===== src/rstc_cfg.svh =====
// Offsets, field positions, reset values and cycle counts of the reset controller.
// Included by every design module file of the block, not by the package; definitions only.
`ifndef RSTC_CFG_SVH
`define RSTC_CFG_SVH

// Avalon word byte addresses
`define RSTC_CTRL_OFS       4'h0
`define RSTC_STAT_OFS       4'h4

// Control word fields
`define RSTC_CTRL_FPOR      0
`define RSTC_CTRL_PORT_OFF  1
`define RSTC_CTRL_PORT_EN   2
`define RSTC_CTRL_CORE_REQ  4
`define RSTC_CTRL_MICRO_REQ 5
`define RSTC_CTRL_SYS_REQ   6
`define RSTC_CTRL_SCAN_MODE 7
`define RSTC_CTRL_RST       8'h00

// Status word fields
`define RSTC_STAT_RST_LSB   0
`define RSTC_STAT_ACTIVE    8
`define RSTC_STAT_SCAN      9

// Timing counts in REF_CLK cycles
`define RSTC_DEGLITCH_CYC   2
`define RSTC_SCAN_STAGES    3

`endif


===== src/rstc_pkg.sv =====
// Types shared by the reset controller files.
// No assumptions beyond a SystemVerilog compiler.
package rstc_pkg;

	// Position of each reset in the registered reset vector
	typedef enum logic [2:0]
	{
		IDX_RAW   = 3'h0,
		IDX_SCAN  = 3'h1,
		IDX_POR   = 3'h2,
		IDX_DPORT = 3'h3,
		IDX_FSM   = 3'h4,
		IDX_SYS   = 3'h5,
		IDX_MICRO = 3'h6,
		IDX_CORE  = 3'h7
	} rst_idx_t;

	typedef logic [7:0] rst_vec_t;

endpackage


===== src/digital_reset_controller.sv =====
// Reset controller: turns the analog power-on reset into a tree of derived resets.
// Assumes REF_CLK runs whenever ANALOG_RESET falls and an Avalon-MM master
// holds each request until it samples AVS_WAITREQUEST low.
// Function
// The analog reset is active high and sets every internal reset at once, without a clock.
// Release of the analog reset passes a REF_CLK synchroniser so resets fall on a clock edge.
// The raw reset is the synchronised analog reset or the forced reset flop, low dips filtered.
// The raw reset clears the scan-control flops, which stay off the scan chain.
// The scan reset comes from three flops fed by the scan input under scan enable.
// The power-on reset is the raw reset, or the scan reset in scan mode, and feeds all others.
// The power-on reset doubles as the debug reset so debug and emulation state survive.
// Downstream logic needs only these synchronous resets, no asynchronous wiring.
// The debug-port reset is the power-on reset or the port-off or port-disabled flops.
// The debug FSM reset is the debug-port reset or the FSM request and touches only that FSM.
// The system reset is the power-on reset or the system request flop.
// The micro reset is the system reset or the micro request flop.
// The core reset is the micro reset or the core request flop, resetting only the core.
// The core request is masked while the secure boot routine is active.
// The core request stays masked one clock after the routine-active flag falls.
// In scan mode every derived reset is the scan reset; all are active high, with _N copies; only POR, SYS, MICRO and CORE have one.
// Every derived reset is registered so requests take effect glitch-free on the next edge.
//
// The implementer's own choices: the Avalon-MM interface to the registers and the address map.
`timescale 1ns/1ps
`default_nettype none
`include "rstc_cfg.svh"
module digital_reset_controller
(
	input  wire logic        REF_CLK,
	input  wire logic        RST_B,
	input  wire logic        ANALOG_RESET,
	input  wire logic        SCAN_EN,
	input  wire logic        SCAN_IN,
	input  wire logic        DEBUG_ACTIVE,
	input  wire logic        DEBUG_FSM_RESET_REQ,
	input  wire logic [3:0]  AVS_ADDRESS,
	input  wire logic        AVS_READ,
	input  wire logic        AVS_WRITE,
	input  wire logic [31:0] AVS_WRITEDATA,
	input  wire logic [3:0]  AVS_BYTEENABLE,
	output var  logic [31:0] AVS_READDATA,
	output var  logic        AVS_WAITREQUEST,
	output var  logic        RAW_RST,
	output var  logic        SCAN_RST,
	output var  logic        POR_RST,
	output var  logic        DEBUG_PORT_RST,
	output var  logic        DEBUG_FSM_RST,
	output var  logic        SYS_RST,
	output var  logic        MICRO_RST,
	output var  logic        CORE_RST,
	output var  logic        POR_RST_N,
	output var  logic        SYS_RST_N,
	output var  logic        MICRO_RST_N,
	output var  logic        CORE_RST_N
);
	import rstc_pkg::*;

	logic        raw_sync;
	logic        scan_rst;
	logic        scan_mode;
	logic        debug_forced_por_flop_q;
	logic        debug_scan_mode_flop_q;
	logic        debug_port_off_flop_q;
	logic        debug_port_enable_flop_q;
	logic        debug_core_reset_req_q;
	logic        debug_micro_reset_req_q;
	logic        debug_system_reset_req_q;
	logic        active_q;
	logic        core_mask;
	rst_vec_t    rst_d;
	rst_vec_t    rst_q;
	logic [3:0]  rst_n_q;
	logic        waitreq_q;
	logic [31:0] readdata_q;
	logic        ctrl_wr;
	logic [7:0]  ctrl_word;
	logic [7:0]  ctrl_rst;
	logic [31:0] stat_word;

	function automatic logic reg_hit(input logic [3:0] addr, input logic [3:0] ofs);
		return addr == ofs;
	endfunction

	rst_deglitch_sync u_sync
	(
		.clk       (REF_CLK),
		.arst      (ANALOG_RESET),
		.force_rst (debug_forced_por_flop_q),
		.rst_out   (raw_sync)
	);

	scan_rst_gen u_scan
	(
		.clk      (REF_CLK),
		.raw_rst  (raw_sync),
		.scan_en  (SCAN_EN),
		.scan_in  (SCAN_IN),
		.scan_rst (scan_rst)
	);

	// Avalon slave: one wait state, accept on the edge where waitrequest is low
	always_ff @(posedge REF_CLK)
	begin
		if (!RST_B)
			waitreq_q <= 1'b1;
		else
			waitreq_q <= !((AVS_READ || AVS_WRITE) && waitreq_q);
	end

	assign ctrl_wr = AVS_WRITE && !waitreq_q && AVS_BYTEENABLE[0]
		&& reg_hit(AVS_ADDRESS, `RSTC_CTRL_OFS);

	assign ctrl_word = {debug_scan_mode_flop_q, debug_system_reset_req_q,
		debug_micro_reset_req_q, debug_core_reset_req_q, 1'b0,
		debug_port_enable_flop_q, debug_port_off_flop_q, debug_forced_por_flop_q};

	assign stat_word = {22'h00_0000, debug_scan_mode_flop_q & SCAN_EN, active_q, rst_q};
	assign ctrl_rst  = `RSTC_CTRL_RST;

	// Unmapped addresses read as zero; writes to them are dropped
	always_ff @(posedge REF_CLK)
	begin
		if (!RST_B)
			readdata_q <= 32'h0000_0000;
		else if (AVS_READ && waitreq_q)
		begin
			if (reg_hit(AVS_ADDRESS, `RSTC_CTRL_OFS))
				readdata_q <= {24'h00_0000, ctrl_word};
			else if (reg_hit(AVS_ADDRESS, `RSTC_STAT_OFS))
				readdata_q <= stat_word;
			else
				readdata_q <= 32'h0000_0000;
		end
	end

	// Scan-control flops are cleared by the raw reset only, never by scan reset
	always_ff @(posedge REF_CLK)
	begin
		if (rst_q[IDX_RAW])
		begin
			debug_forced_por_flop_q <= ctrl_rst[`RSTC_CTRL_FPOR];
			debug_scan_mode_flop_q  <= ctrl_rst[`RSTC_CTRL_SCAN_MODE];
		end
		else if (ctrl_wr)
		begin
			debug_forced_por_flop_q <= AVS_WRITEDATA[`RSTC_CTRL_FPOR];
			debug_scan_mode_flop_q  <= AVS_WRITEDATA[`RSTC_CTRL_SCAN_MODE];
		end
	end

	// Request flops sit on the power-on reset so a system reset cannot clear them
	always_ff @(posedge REF_CLK)
	begin
		if (rst_q[IDX_POR])
		begin
			debug_port_off_flop_q    <= 1'b0;
			debug_port_enable_flop_q <= 1'b0;
			debug_core_reset_req_q   <= 1'b0;
			debug_micro_reset_req_q  <= 1'b0;
			debug_system_reset_req_q <= 1'b0;
		end
		else if (ctrl_wr)
		begin
			debug_port_off_flop_q    <= AVS_WRITEDATA[`RSTC_CTRL_PORT_OFF];
			debug_port_enable_flop_q <= AVS_WRITEDATA[`RSTC_CTRL_PORT_EN];
			debug_core_reset_req_q   <= AVS_WRITEDATA[`RSTC_CTRL_CORE_REQ];
			debug_micro_reset_req_q  <= AVS_WRITEDATA[`RSTC_CTRL_MICRO_REQ];
			debug_system_reset_req_q <= AVS_WRITEDATA[`RSTC_CTRL_SYS_REQ];
		end
	end

	// Delayed copy of the routine-active flag extends the core mask by one clock
	always_ff @(posedge REF_CLK)
	begin
		if (rst_q[IDX_POR])
			active_q <= 1'b0;
		else
			active_q <= DEBUG_ACTIVE;
	end

	assign scan_mode = debug_scan_mode_flop_q & SCAN_EN;
	assign core_mask = DEBUG_ACTIVE | active_q;

	always_comb
	begin
		rst_d[IDX_RAW]   = raw_sync;
		rst_d[IDX_SCAN]  = scan_rst;
		rst_d[IDX_POR]   = raw_sync;
		rst_d[IDX_DPORT] = raw_sync | debug_port_off_flop_q | !debug_port_enable_flop_q;
		rst_d[IDX_FSM]   = rst_d[IDX_DPORT] | DEBUG_FSM_RESET_REQ;
		rst_d[IDX_SYS]   = raw_sync | debug_system_reset_req_q;
		rst_d[IDX_MICRO] = rst_d[IDX_SYS] | debug_micro_reset_req_q;
		rst_d[IDX_CORE]  = rst_d[IDX_MICRO] | (debug_core_reset_req_q & !core_mask);
		if (scan_mode)
			rst_d[IDX_CORE:IDX_POR] = {6{scan_rst}};
	end

	// Outputs set asynchronously, released on a clock edge; consumers use them synchronously
	always_ff @(posedge REF_CLK or posedge ANALOG_RESET)
	begin
		if (ANALOG_RESET)
		begin
			rst_q   <= 8'hFF;
			rst_n_q <= 4'h0;
		end
		else
		begin
			rst_q   <= rst_d;
			rst_n_q <= ~{rst_d[IDX_CORE], rst_d[IDX_MICRO], rst_d[IDX_SYS], rst_d[IDX_POR]};
		end
	end

	assign AVS_WAITREQUEST = waitreq_q;
	assign AVS_READDATA    = readdata_q;
	assign RAW_RST         = rst_q[IDX_RAW];
	assign SCAN_RST        = rst_q[IDX_SCAN];
	assign POR_RST         = rst_q[IDX_POR];
	assign DEBUG_PORT_RST  = rst_q[IDX_DPORT];
	assign DEBUG_FSM_RST   = rst_q[IDX_FSM];
	assign SYS_RST         = rst_q[IDX_SYS];
	assign MICRO_RST       = rst_q[IDX_MICRO];
	assign CORE_RST        = rst_q[IDX_CORE];
	assign POR_RST_N       = rst_n_q[0];
	assign SYS_RST_N       = rst_n_q[1];
	assign MICRO_RST_N     = rst_n_q[2];
	assign CORE_RST_N      = rst_n_q[3];

	// Checks on the reset tree and the Avalon handshake

	property p_analog_all;
		@(posedge REF_CLK) disable iff (!RST_B)
		ANALOG_RESET |-> (rst_q == 8'hFF) && (rst_n_q == 4'h0);
	endproperty
	a_analog_all: assert property (p_analog_all)
		else $error("Analog reset did not assert every reset");

	property p_release_sync;
		@(posedge REF_CLK) disable iff (!RST_B)
		ANALOG_RESET |=> rst_q[IDX_RAW] [*3];
	endproperty
	a_release_sync: assert property (p_release_sync)
		else $error("Raw reset released before synchroniser delay");

	property p_forced_por;
		@(posedge REF_CLK) disable iff (!RST_B || ANALOG_RESET)
		$rose(debug_forced_por_flop_q) |-> ##[1:2] rst_q[IDX_RAW];
	endproperty
	a_forced_por: assert property (p_forced_por)
		else $error("Forced power-on reset did not reach raw reset");

	property p_glitch_hold;
		@(posedge REF_CLK) disable iff (!RST_B || ANALOG_RESET)
		$fell(raw_sync) |-> $past(rst_q[IDX_RAW]) && !$past(debug_forced_por_flop_q);
	endproperty
	a_glitch_hold: assert property (p_glitch_hold)
		else $error("Raw reset released while forced request was high");

	property p_scan_ctrl_clear;
		@(posedge REF_CLK) disable iff (!RST_B)
		rst_q[IDX_RAW] |=> !debug_forced_por_flop_q && !debug_scan_mode_flop_q;
	endproperty
	a_scan_ctrl_clear: assert property (p_scan_ctrl_clear)
		else $error("Scan-control flops not cleared by raw reset");

	property p_scan_gate;
		@(posedge REF_CLK) disable iff (!RST_B)
		!SCAN_EN |=> !scan_rst;
	endproperty
	a_scan_gate: assert property (p_scan_gate)
		else $error("Scan reset active without scan enable");

	property p_por_source;
		@(posedge REF_CLK) disable iff (!RST_B || ANALOG_RESET)
		1'b1 |=> rst_q[IDX_POR] == $past(scan_mode ? scan_rst : raw_sync);
	endproperty
	a_por_source: assert property (p_por_source)
		else $error("Power-on reset does not follow its source");

	property p_port_disabled;
		@(posedge REF_CLK) disable iff (!RST_B || ANALOG_RESET)
		(!scan_mode && (debug_port_off_flop_q || !debug_port_enable_flop_q))
			|=> rst_q[IDX_DPORT] && rst_q[IDX_FSM];
	endproperty
	a_port_disabled: assert property (p_port_disabled)
		else $error("Disabled debug port not held in reset");

	property p_fsm_only;
		@(posedge REF_CLK) disable iff (!RST_B || ANALOG_RESET)
		(DEBUG_FSM_RESET_REQ && !scan_mode && !rst_d[IDX_DPORT])
			|=> rst_q[IDX_FSM] && !rst_q[IDX_DPORT];
	endproperty
	a_fsm_only: assert property (p_fsm_only)
		else $error("FSM request did not reset only the debug FSM");

	property p_sys_chain;
		@(posedge REF_CLK) disable iff (!RST_B || ANALOG_RESET)
		(debug_system_reset_req_q && !scan_mode)
			|=> rst_q[IDX_SYS] && rst_q[IDX_MICRO] && rst_q[IDX_CORE];
	endproperty
	a_sys_chain: assert property (p_sys_chain)
		else $error("System request did not cascade downward");

	property p_micro_keeps_sys;
		@(posedge REF_CLK) disable iff (!RST_B || ANALOG_RESET)
		(debug_micro_reset_req_q && !scan_mode && !rst_d[IDX_SYS])
			|=> rst_q[IDX_MICRO] && rst_q[IDX_CORE] && !rst_q[IDX_SYS];
	endproperty
	a_micro_keeps_sys: assert property (p_micro_keeps_sys)
		else $error("Micro request touched the system reset");

	property p_core_mask;
		@(posedge REF_CLK) disable iff (!RST_B || ANALOG_RESET)
		(debug_core_reset_req_q && DEBUG_ACTIVE && !rst_d[IDX_MICRO]) |=> !rst_q[IDX_CORE];
	endproperty
	a_core_mask: assert property (p_core_mask)
		else $error("Core request not masked during secure routine");

	property p_core_delay;
		@(posedge REF_CLK) disable iff (!RST_B || ANALOG_RESET)
		($fell(DEBUG_ACTIVE) && debug_core_reset_req_q && !rst_d[IDX_MICRO])
			|=> !rst_q[IDX_CORE];
	endproperty
	a_core_delay: assert property (p_core_delay)
		else $error("Core reset released mask too early");

	property p_low_copies;
		@(posedge REF_CLK) disable iff (!RST_B)
		rst_n_q == ~{rst_q[IDX_CORE], rst_q[IDX_MICRO], rst_q[IDX_SYS], rst_q[IDX_POR]};
	endproperty
	a_low_copies: assert property (p_low_copies)
		else $error("Active-low copy disagrees with its reset");

	property p_scan_all;
		@(posedge REF_CLK) disable iff (!RST_B || ANALOG_RESET)
		scan_mode |=> rst_q[IDX_CORE:IDX_POR] == {6{$past(scan_rst)}};
	endproperty
	a_scan_all: assert property (p_scan_all)
		else $error("Derived reset not replaced by scan reset");

	property p_bus_wait;
		@(posedge REF_CLK) disable iff (!RST_B)
		((AVS_READ || AVS_WRITE) && waitreq_q) |=> !waitreq_q ##1 waitreq_q;
	endproperty
	a_bus_wait: assert property (p_bus_wait) // Avalon handshake, an implementer's choice
		else $error("Waitrequest did not drop for exactly one cycle");

endmodule
`default_nettype wire


===== src/rst_deglitch_sync.sv =====
// Synchroniser and low-pulse filter for the analog power-on reset.
// Assumes REF_CLK is running whenever the analog reset is released.
`timescale 1ns/1ps
`default_nettype none
`include "rstc_cfg.svh"
module rst_deglitch_sync
(
	input  wire logic clk,
	input  wire logic arst,
	input  wire logic force_rst,
	output var  logic rst_out
);
	logic       meta_q;
	logic       sync_q;
	logic [1:0] cnt_q;
	logic       req;

	// Assertion is immediate; only the release waits for clock edges
	always_ff @(posedge clk or posedge arst)
	begin
		if (arst)
		begin
			meta_q <= 1'b1;
			sync_q <= 1'b1;
		end
		else
		begin
			meta_q <= 1'b0;
			sync_q <= meta_q;
		end
	end

	assign req = sync_q | force_rst;

	// A short low dip of the request does not release the output
	always_ff @(posedge clk or posedge arst)
	begin
		if (arst)
		begin
			cnt_q   <= 2'h0;
			rst_out <= 1'b1;
		end
		else if (req)
		begin
			cnt_q   <= 2'h0;
			rst_out <= 1'b1;
		end
		else if (cnt_q == 2'(`RSTC_DEGLITCH_CYC - 1))
			rst_out <= 1'b0;
		else
			cnt_q <= cnt_q + 2'h1;
	end

endmodule
`default_nettype wire


===== src/scan_rst_gen.sv =====
// Scan reset generator: a short flop chain fed by the scan input.
// Assumes the raw reset is synchronous to clk.
`timescale 1ns/1ps
`default_nettype none
`include "rstc_cfg.svh"
module scan_rst_gen
(
	input  wire logic clk,
	input  wire logic raw_rst,
	input  wire logic scan_en,
	input  wire logic scan_in,
	output var  logic scan_rst
);
	logic [`RSTC_SCAN_STAGES-1:0] chain_q;

	// Chain only moves under scan enable, so functional mode leaves it idle
	always_ff @(posedge clk)
	begin
		if (raw_rst)
			chain_q <= '1;
		else if (scan_en)
			chain_q <= {chain_q[`RSTC_SCAN_STAGES-2:0], scan_in};
	end

	always_ff @(posedge clk)
	begin
		if (raw_rst)
			scan_rst <= 1'b0;
		else
			scan_rst <= scan_en & chain_q[`RSTC_SCAN_STAGES-1];
	end

endmodule
`default_nettype wire


===== config.mk =====
export PLATFORM = sky130hd
export DESIGN_NAME = digital_reset_controller
export DESIGN_NICKNAME = d
export VERILOG_FILES = /design/src/rstc_pkg.sv /design/src/digital_reset_controller.sv /design/src/rst_deglitch_sync.sv /design/src/scan_rst_gen.sv
export VERILOG_INCLUDE_DIRS = /design/src
export SDC_FILE = /design/constraint.sdc
export NUM_CORES = 1
export LEC_CHECK = 0
export BUFFER_PORTS_ARGS = -buffer_cell sky130_fd_sc_hd__buf_4
export CORE_UTILIZATION = 44
export CTS_CLUSTER_DIAMETER = 200
export CTS_CLUSTER_SIZE = 8
export DETAILED_ROUTE_END_ITERATION = 10
export HOLD_SLACK_MARGIN = 0.06
export PLACE_DENSITY = 0.82
export SETUP_SLACK_MARGIN = 0.3
export SYNTH_ARGS = -nofsm -noshare
export SYNTH_HDL_FRONTEND = slang
export SYNTH_SLANG_ARGS = --single-unit

===== constraint.sdc =====
create_clock -name REF_CLK -period 1.5 [get_ports REF_CLK]
set_input_delay 0.15 -clock REF_CLK [delete_from_list [all_inputs] [get_ports REF_CLK]]
set_output_delay 0.15 -clock REF_CLK [all_outputs]
set_load 0.05 [all_outputs]

* Word-level counts from Yosys, hierarchy flattened *
Index checks and enable logic that the tools add are counted.

word-level totals
  bits in registers = 62
  bits in latches = 0
  RAM bits = 0
  bits in read-only memories = 0
  input bits = 49
  output and inout bits = 45
  logic and storage cells = 53
  memories kept = 0

cells by class
  $add $sub $neg = 1
  $mul = 0
  div/mod/pow operators = 0
  magnitude comparators = 0
  equality and inequality tests = 3
  shift operators = 0
  multiplexer cells = 7
  bitwise logic cells = 12
  reductions and logical operators = 12

operators with widths
  kind                   number
  $mux W10               2
  $or A1 B1 Y1           8
  $mux W6                1
  $logic_and A1 B1 Y1    5
  $eq A4 B3 Y1 const B   1
  $logic_not A1 Y1       4
  $logic_not A4 Y1       1
  $mux W2                2
  $not A4 Y4             1
  $and A1 B1 Y1          3
  $add A2 B1 Y2 const B  1
  $eq A2 B1 Y1 const B   1
  $mux W1                2
  $ne A2 B1 Y1 const B   1
  $reduce_bool A2 Y1     1
  $logic_or A1 B1 Y1     1

* Longest topological paths before layout *
Gate-level depths: netlist (run 1).

  word-level depth = 6
  depth in mapped cells = 5
  depth with buffers taken out = 5

* By module *
From an unflattened synthesis (run 1), not the netlist that was laid out.

second synthesis, totals
  cells, all modules = 163
  area, all modules = 1751.7 sq um

modules (own cells, without submodules)
  module                    instances  cells an instance  area each (sq um)  sequential area each (sq um)
  digital_reset_controller  1          135                1423.9             690.7
  rst_deglitch_sync         1          16                 195.2              128.9
  scan_rst_gen              1          12                 132.6              80.1

* Worst setup path before layout (run 1) *
OpenSTA, ideal clock, no wires.

  path kind = reg2reg
  start point = register waitreq_q (netlist: AVS_WAITREQUEST)
  end point = register readdata_q[5] (netlist: AVS_READDATA[5])
  setup time = 0.086 ns
  data arrival time = 1.357 ns
  required time = 1.414 ns
  slack = 0.057 ns
  stages on the path, launching flop included = 6
  path buffers = 2
  period minus slack after synthesis = 1.443 ns
  cell sequence = dfxtp_1 > and2_1 > buf_4 > buf_4 > nor2_1 > a211oi_1

on the way
  word-level cells in the longest chain between the ends = 1

RTL lines
  item                    line                             RTL
  from (decl)             digital_reset_controller.sv:73   logic waitreq_q;
  from (signal assigned)  digital_reset_controller.sv:107  waitreq_q <= !((AVS_READ || AVS_WRITE) && waitreq_q);
  $logic_and A1 B1 Y1     digital_reset_controller.sv:125  else if (AVS_READ && waitreq_q)
  to (signal assigned)    digital_reset_controller.sv:128  readdata_q <= {24'h00_0000, ctrl_word};
  to (signal assigned)    digital_reset_controller.sv:130  readdata_q <= stat_word;
  to (decl)               digital_reset_controller.sv:74   logic [31:0] readdata_q;

Every way passes these cells.
A chain may end at the register's enable or synchronous reset.

* Worst setup path after layout (run 1) *
  start point = register waitreq_q (netlist: AVS_WAITREQUEST)
  end point = register debug_port_off_flop_q

on the way
  word-level cells in the longest chain between the ends = 4

RTL lines
  item                               line                             RTL
  $logic_not A1 Y1                   digital_reset_controller.sv:110  assign ctrl_wr = AVS_WRITE && !waitreq_q && AVS_BYTEENABLE[0]
  $logic_and A1 B1 Y1 (3 in series)  digital_reset_controller.sv:110
  to (signal assigned)               digital_reset_controller.sv:164  debug_port_off_flop_q <= AVS_WRITEDATA[`RSTC_CTRL_PORT_OFF];
  to (decl)                          digital_reset_controller.sv:63   logic debug_port_off_flop_q;

Every way passes these cells.

==> flow_summary.toml, run 1 <==
[global_routing]
grt_pass1_vias = 1093
grt_use_total_pct = 15.9
grt_overflow = 0
grt_max_degree = 18
antenna_found_initial = 0
grt_pass1_wl_mm = 4.89

[timing]
slew_headroom_pct = 58.0
skew_ns = 0.00799
period_minus_slack_ns = 1.20
worst_slew_pin_slew_ns = 0.630
slew_viol_final = 0
fin_crit_sh_pct = 80.3
final-hold-violation-count = 0
rsz0062_at_grt = "true"
hold_slack_ns = 0.0711
setup_tns_ns = 0
clock.fmax_mhz = 830
setup_viol = 0
timing.final.ws_setup_ns = 0.295

[die]
core-area_mm2 = 0.00374
dieArea_mm2 = 0.00425
rows = 22
die_w_um = 65.2
die_h_um = 65.2
initial_core_util_pct = 46.9
pin_count = 94

[layout]
final_cell_mix = "40 x buf_4, 23 x conb_1, 21 x dfxtp_1"
postLayoutCellArea_mm2 = 0.00221
layout_commonest_cell = "buf_4"
fin_nets = 264
final_cells = 263
layout-drive-gt1-share_pct = 34.0
antenna_cells = 0
areaGrowthSynthToFinish_pct = 26.2
fillers = 342

[synthesis]
syn_inst = 162
syn_area_per_cell_um2 = 10.8
yosys_register_bits = 40
yosysTopAreaCellShare_pct = 26.2
synth.distinct_cells = 36
ys_seq_area_share_pct = 51.2
syn-cell-area_mm2 = 0.00176
yosysTopAreaCell = "dfxtp_1"
synthTopCellsByArea = "dfxtp_1 26%, dfstp_2 16%, mux2i_1 10%"
yosys_warnings = 0

[route]
drt_wl_total_mm = 3.20
vias_per_cell = 4.56
vias = 1199
first_pass_iters = 3
drtAntennaViolNets = 0
wl_per_cell_um = 12.2
drc = 0
drtIter0Drc = 47

[power_and_ir_drop]
cellPowerDensity_mw_per_mm2 = 1530
pwr-share-comb_pct = 34.3
switching_power_w = 0.00121
power.share.sequential_pct = 40.7
swShare_pct = 35.9
internal_power_w = 0.00217
pwr-share-clk_pct = 25.1
power_leakage_nw = 1.00
ir_drop_uv = 873

[outcome]
outcome = "complete, no violations"

[worst_setup_path]
endpoint_kind = "register"
crit_arrival_ns = 1.42
r2r_setup_slack_ns = 0.30
start_kind = "register"
path_class = "register to register"
crit_path_max_fanout = 7
required_ns = 1.72

[cts]
htreeDepth = 2
cts_sinks = 40
clock-root-buffer = "clkbuf_8"
clk_pin_slew_ns = 0.08
clk_latency_ns = 0.29
clockBufferDepth = 2
cts_tree = "yes"
cts-buffers-inserted = 5

[min_path]
hold_path.class = "primary input to register"

[placed_design]
dp_cells = 249
dp_hpwl_mm = 2.38
place_area_mm2 = 0.00202
place_congestion = 0.743
dp_slack_ns = 0.311
portBuffers = 43

[flow_run]
maxCapViolations = 0
## power groups by stage
stage,Combinational [W],Sequential (W),Clock [W]
after global routing,0.00123,0.00139,0.000916
final,0.00116,0.00137,0.000848
after global placement,0.00105,0.00141,0
after floorplan,0.000507,0.00175,0
after detailed placement,0.00107,0.00141,0
after CTS,0.00113,0.00137,0.000874
## Yosys cell counts
cell	n
a21oi_1	1
ha_1	1
buf_4	24
nor4b_2	1
a211oi_1	7
o21a_4	1
mux2i_1	18
nand4_1	1
nand2b_1	14
and2_2	1
o21a_1	1
nand2_1	8
a21boi_0	3
o21ai_0	1
a211o_1	1
dfrtp_1	6
o31a_1	1
buf_6	3
and2_1	2
clkbuf_1	1
and3_2	1
nand3b_1	1
o21ai_1	1
dfxtp_1	23
o211ai_1	1
dfstp_2	11
nand3_1	3
conb_1	1
a31o_1	1
nor2_1	10
nor2b_1	1
nor3_1	3
inv_1	6
a31oi_1	1
xor2_1	1
nor4bb_1	1
## critical path: stages (launching register included)
cell and delay, ns:
dfxtp_4 0.36, nor4bb_1 0.25, and2_1 0.18, buf_6 0.15
mux2i_1 0.19
## layout make-up
class,count,area [um2],area share [%]
inverter,6,22.5,1.02
clock buffer,6,72.6,3.28
multi-input combinational,110,699,31.6
sequential,40,905,40.8
tap,48,60.1,2.71
clock inverter,2,35.0,1.58
timing repair buffer,51,420,19.0
## logic make-up (layout without fill, tap and decap cells)
group / Yosys count / count (layout) / synth area share, %
buffers and inverters: 34 / 65 / 13.7
other: 1 / 23 / 0.214
muxes: 18 / 18 / 10.3
AOI/OAI and AO/OA: 20 / 20 / 8.70
DFF: 40 / 40 / 51.2
adders and majority gates: 1 / 1 / 0.713
xor gates and xnor gates: 1 / 1 / 0.499
and+or+nand+nor: 47 / 47 / 14.7
## what timing repair did
action | CTS | global route
setup endpoints to repair | 3 | 22
resized for setup | 2 | 8
pin swaps | 0 | 1
hold endpoints to repair | 7 | 0
setup buffers | 1 | 2
hold buffers | 3 | 0
## stage by stage
stage | power (W) | utilization [%]
after CTS | 0.00337 | 58.1
after detailed placement | 0.00249 | 54.0
after global routing | 0.00354 | 59.2
after floorplan | 0.00226 | -
after global placement | 0.00246 | 54.0
final | 0.00338 | 59.2
## routing by layer
layer / vias up / part of all wire, % / GRT usage, %
met4: 0 / 1.6 / 7.34
met5: - / 0 / 0
met2: 41 / 46 / 24.4
met1: 549 / 46 / 19.5
met3: 4 / 6.0 / 6.25
li1: 605 / - / -
## path summary, 6_finish.rpt
| path | to | from | depth (start not counted) |
|---|---|---|---|
| max in group asynchronous | u_sync.cnt_q[0] | ANALOG_RESET | 3 |
| min in group asynchronous | rst_n_q[3] | ANALOG_RESET | 3 |
| max | debug_port_off_flop_q | AVS_WAITREQUEST | 4 |
| min reg2reg | rst_q[1] | u_scan.scan_rst | 0 |
| min | AVS_WAITREQUEST | RST_B | 2 |
| max reg2reg | debug_port_off_flop_q | AVS_WAITREQUEST | 4 |
## sequential cells by signal, indices dropped and copies added, names as in the netlist
signal                    count
u_sync.sync_q                 1
debug_micro_reset_req_q       1
debug_forced_por_flop_q       1
u_sync.cnt_q                  2
AVS_READDATA                 10
debug_port_off_flop_q         1
u_scan.chain_q                3
rst_q                         8
active_q                      1
debug_scan_mode_flop_q        1
debug_system_reset_req_q      1
rst_n_q                       4
u_sync.rst_out                1
debug_port_enable_flop_q      1
u_scan.scan_rst               1
debug_core_reset_req_q        1
AVS_WAITREQUEST               1
u_sync.meta_q                 1
(Power assumes the default switching activity.)
==> inputs of run 2 (changes only) <==
- ABC_AREA: default -> 1
- PLACE_DENSITY: 0.82 -> 0.81
- clock period: 1.5 -> 1.2 ns (I/O delays scaled with it)
==> flow_summary.toml, run 2 <==
[timing]
setup_viol = 0
setup_tns_ns = 0
final-hold-violation-count = 0
slew_viol_final = 0
skew_ns = 0.0133
rsz0062_at_grt = "true"
clock.fmax_mhz = 879
period_minus_slack_ns = 1.14
fin_crit_sh_pct = 94.8

[global_routing]
grt_pass1_vias = 1399
grt_max_degree = 18
grt_pass1_wl_mm = 6.39
grt_use_total_pct = 20.0
grt_overflow = 0
antenna_found_initial = 0

[worst_setup_path]
crit_chain = "buf_8"
reg2reg_to = "AVS_READDATA[4]"
endpoint_kind = "output pin"
start_kind = "register"
slowest_delay_ns = 0.57
crit_slowest_cell = "dfstp_2"
r2r_setup_slack_ns = 0.16
required_ns = 1.08
rr_startpoint = "AVS_WAITREQUEST"
critical_path.top_delay_family = "flip-flops"
crit_path_max_fanout = 2
worst-path-buf-inv = 1
path_class = "register to output pin"
reg2reg_depth = 6
crit_arrival_ns = 1.02

[die]
die_w_um = 65.6
die_h_um = 65.6
initial_core_util_pct = 47.1
dieArea_mm2 = 0.00430
pin_count = 94
core-area_mm2 = 0.00377
rows = 22

[route]
vias = 1593
drtAntennaViolNets = 0
vias_per_cell = 4.67
drc = 0
drtIter0Drc = 88
drt_wl_total_mm = 4.24
wl_per_cell_um = 12.4
first_pass_iters = 4

[layout]
fillers = 255
final_cell_mix = "30 x nor2_1, 29 x buf_4, 27 x inv_1, 27 x nand2_1, 23 x conb_1"
fin_nets = 342
layout-drive-gt1-share_pct = 47.4
antenna_cells = 0
layout_commonest_cell = "nor2_1"
largest_register_ffs = 10
areaGrowthSynthToFinish_pct = 55.7

[min_path]
min_from = "SCAN_EN"
hold_path.class = "primary input to register"
holdPathStages = 2
hold_end = "u_scan.chain_q[2]"

[power_and_ir_drop]
power.share.sequential_pct = 37.6
ir_drop_uv = 916
cellPowerDensity_mw_per_mm2 = 1640
internal_power_w = 0.00297
switching_power_w = 0.00158
design_power_total_w = 0.00455
swShare_pct = 34.7
pwr-share-comb_pct = 33.7
power_leakage_nw = 1.33
pwr-share-clk_pct = 28.7

[outcome]
outcome = "complete, no violations"

[synthesis]
yosysTopAreaCellShare_pct = 25.9
yosysTopAreaCell = "dfxtp_1"
ys_top_cells_by_count = "36 x nand2_1, 33 x inv_1, 31 x nor2_1"
syn_area_per_cell_um2 = 8.01
synthTopCellsByArea = "dfxtp_1 26%, dfstp_2 16%, buf_4 9.3%"
muxShareOfSynthArea_pct = 0
synthAdderAreaFrac_pct = 0.704
synth.distinct_cells = 20
yosysMostFrequentCell = "nand2_1"
synthSimpleGateAreaFrac_pct = 25.8
ys_seq_area_share_pct = 50.6
synth_compound_area_share_pct = 4.93
synth_edf_count = 0
yosys.area_share.xor_xnor_pct = 0
yosys_register_bits = 40
synth_top_flop_cell = "dfxtp_1"
synth_top_family_by_area = "simple AND/OR/NAND/NOR gates"
syn_inst = 222
async_flop_share_pct = 42.5
syn-cell-area_mm2 = 0.00178
yosys_warnings = 0

[cts]
clk_latency_ns = 0.30
cts-buffers-inserted = 5
clk_pin_slew_ns = 0.08
clockBufferDepth = 2
cts_tree = "yes"
clock-root-buffer = "clkbuf_8"
cts_sinks = 40
htreeDepth = 2

[flow_run]
maxCapViolations = 0

[placed_design]
dp_hpwl_mm = 2.41
place_congestion = 0.778
portBuffers = 43
-- run 2: cell types whose count changed after synthesis, moves of 5 or more --
| cell | delta |
|---|---|
| nor2_1 | +21 |
| o21ai_0 | +9 |
| nand2b_1 | -14 |
| a211oi_1 | -7 |
| inv_1 | +27 |
| a21oi_1 | +5 |
| nand2_1 | +28 |
| mux2i_1 | -18 |
| nand3_1 | +26 |
-- run 2: worst max path at each step --
stage / slack, ns / from / endpoint / depth (start not counted)
finish: 0.06 / rst_q[6] / MICRO_RST / 1
global route: 0.03 / rst_q[6] / MICRO_RST / 1
CTS: 0.07 / rst_q[0] / RAW_RST / 1
detailed placement: 0.15 / debug_scan_mode_flop_q / rst_n_q[2] / 5
global placement: 0.17 / debug_scan_mode_flop_q / rst_n_q[2] / 5
floorplan: 0.19 / AVS_WAITREQUEST / debug_port_off_flop_q / 7
-- run 2: power groups by stage --
stage	Combinational, W	Clock [W]	Sequential [W]
final	0.00154	0.00131	0.00171
after global routing	0.00162	0.00139	0.00173
after CTS	0.00140	0.00131	0.00169
after detailed placement	0.00114	0	0.00169
after global placement	0.00112	0	0.00168
after floorplan	0.000501	0	0.00207
-- run 2: kinds of logic after synthesis --
logic type,count (synthesis)
other cells,1
fa+ha+maj,1
buf+inv,59
simple gates,104
flops,40
compound gates,17
-- run 2: routing by layer --
| layer | vias to the layer above | global-route usage (%) | routed length [um] | part of all wire (%) |
|---|---|---|---|---|
| met2 | 57 | 35.3 | 2230 | 53 |
| li1 | 781 | - | - | - |
| met1 | 748 | 23.3 | 1710 | 40 |
| met3 | 7 | 5.90 | 226 | 5.3 |
| met5 | - | 0 | 0 | 0 |
| met4 | 0 | 5.71 | 80 | 1.9 |
-- run 2: metrics by stage --
step	setup slack, ns	cells	cell area (um2)	hold slack [ns]	utilization (%)
2_1_floorplan	0.188	244	1900	0.0381	-
3_3_place_gp	0.173	312	2100	0.147	55.8
3_5_place_dp	0.147	312	2100	0.151	55.8
4_1_cts	0.0697	336	2580	0.0673	68.4
5_1_grt	0.0303	341	2770	0.0718	73.4
6_report	0.0623	341	2770	0.0743	73.4
-- run 2: worst register-to-register path, cell delays in order, from the launching register on --
cell        delay (ns)
dfxtp_4           0.38
nand2_8           0.10
clkinvlp_4        0.18
nor2_1            0.14
nor2_1            0.05
nand2_1           0.06
inv_1             0.04
-- run 2: final cells by class --
cell class              count  area [um2]  share of cell area (%)
flip-flops and latches     40         920                    33.2
inverters                  33         139                    5.02
clock buffers               6        72.6                    2.62
repair buffers             64         674                    24.4
well taps                  48        60.1                    2.17
multi-input cells         146         828                    29.9
clock inverters             2        60.1                    2.17
repair inverters            2        15.0                   0.542
-- run 2: repair_timing --
action                                  in CTS  in global routing
gates resized for setup                     69                 41
pin swaps                                    6                 19
endpoints found under the hold margin       10                  0
buffers inserted                             6                  5
hold buffers                                 7                  0
endpoints found under the setup margin      52                 56
gates cloned                                 3                  0
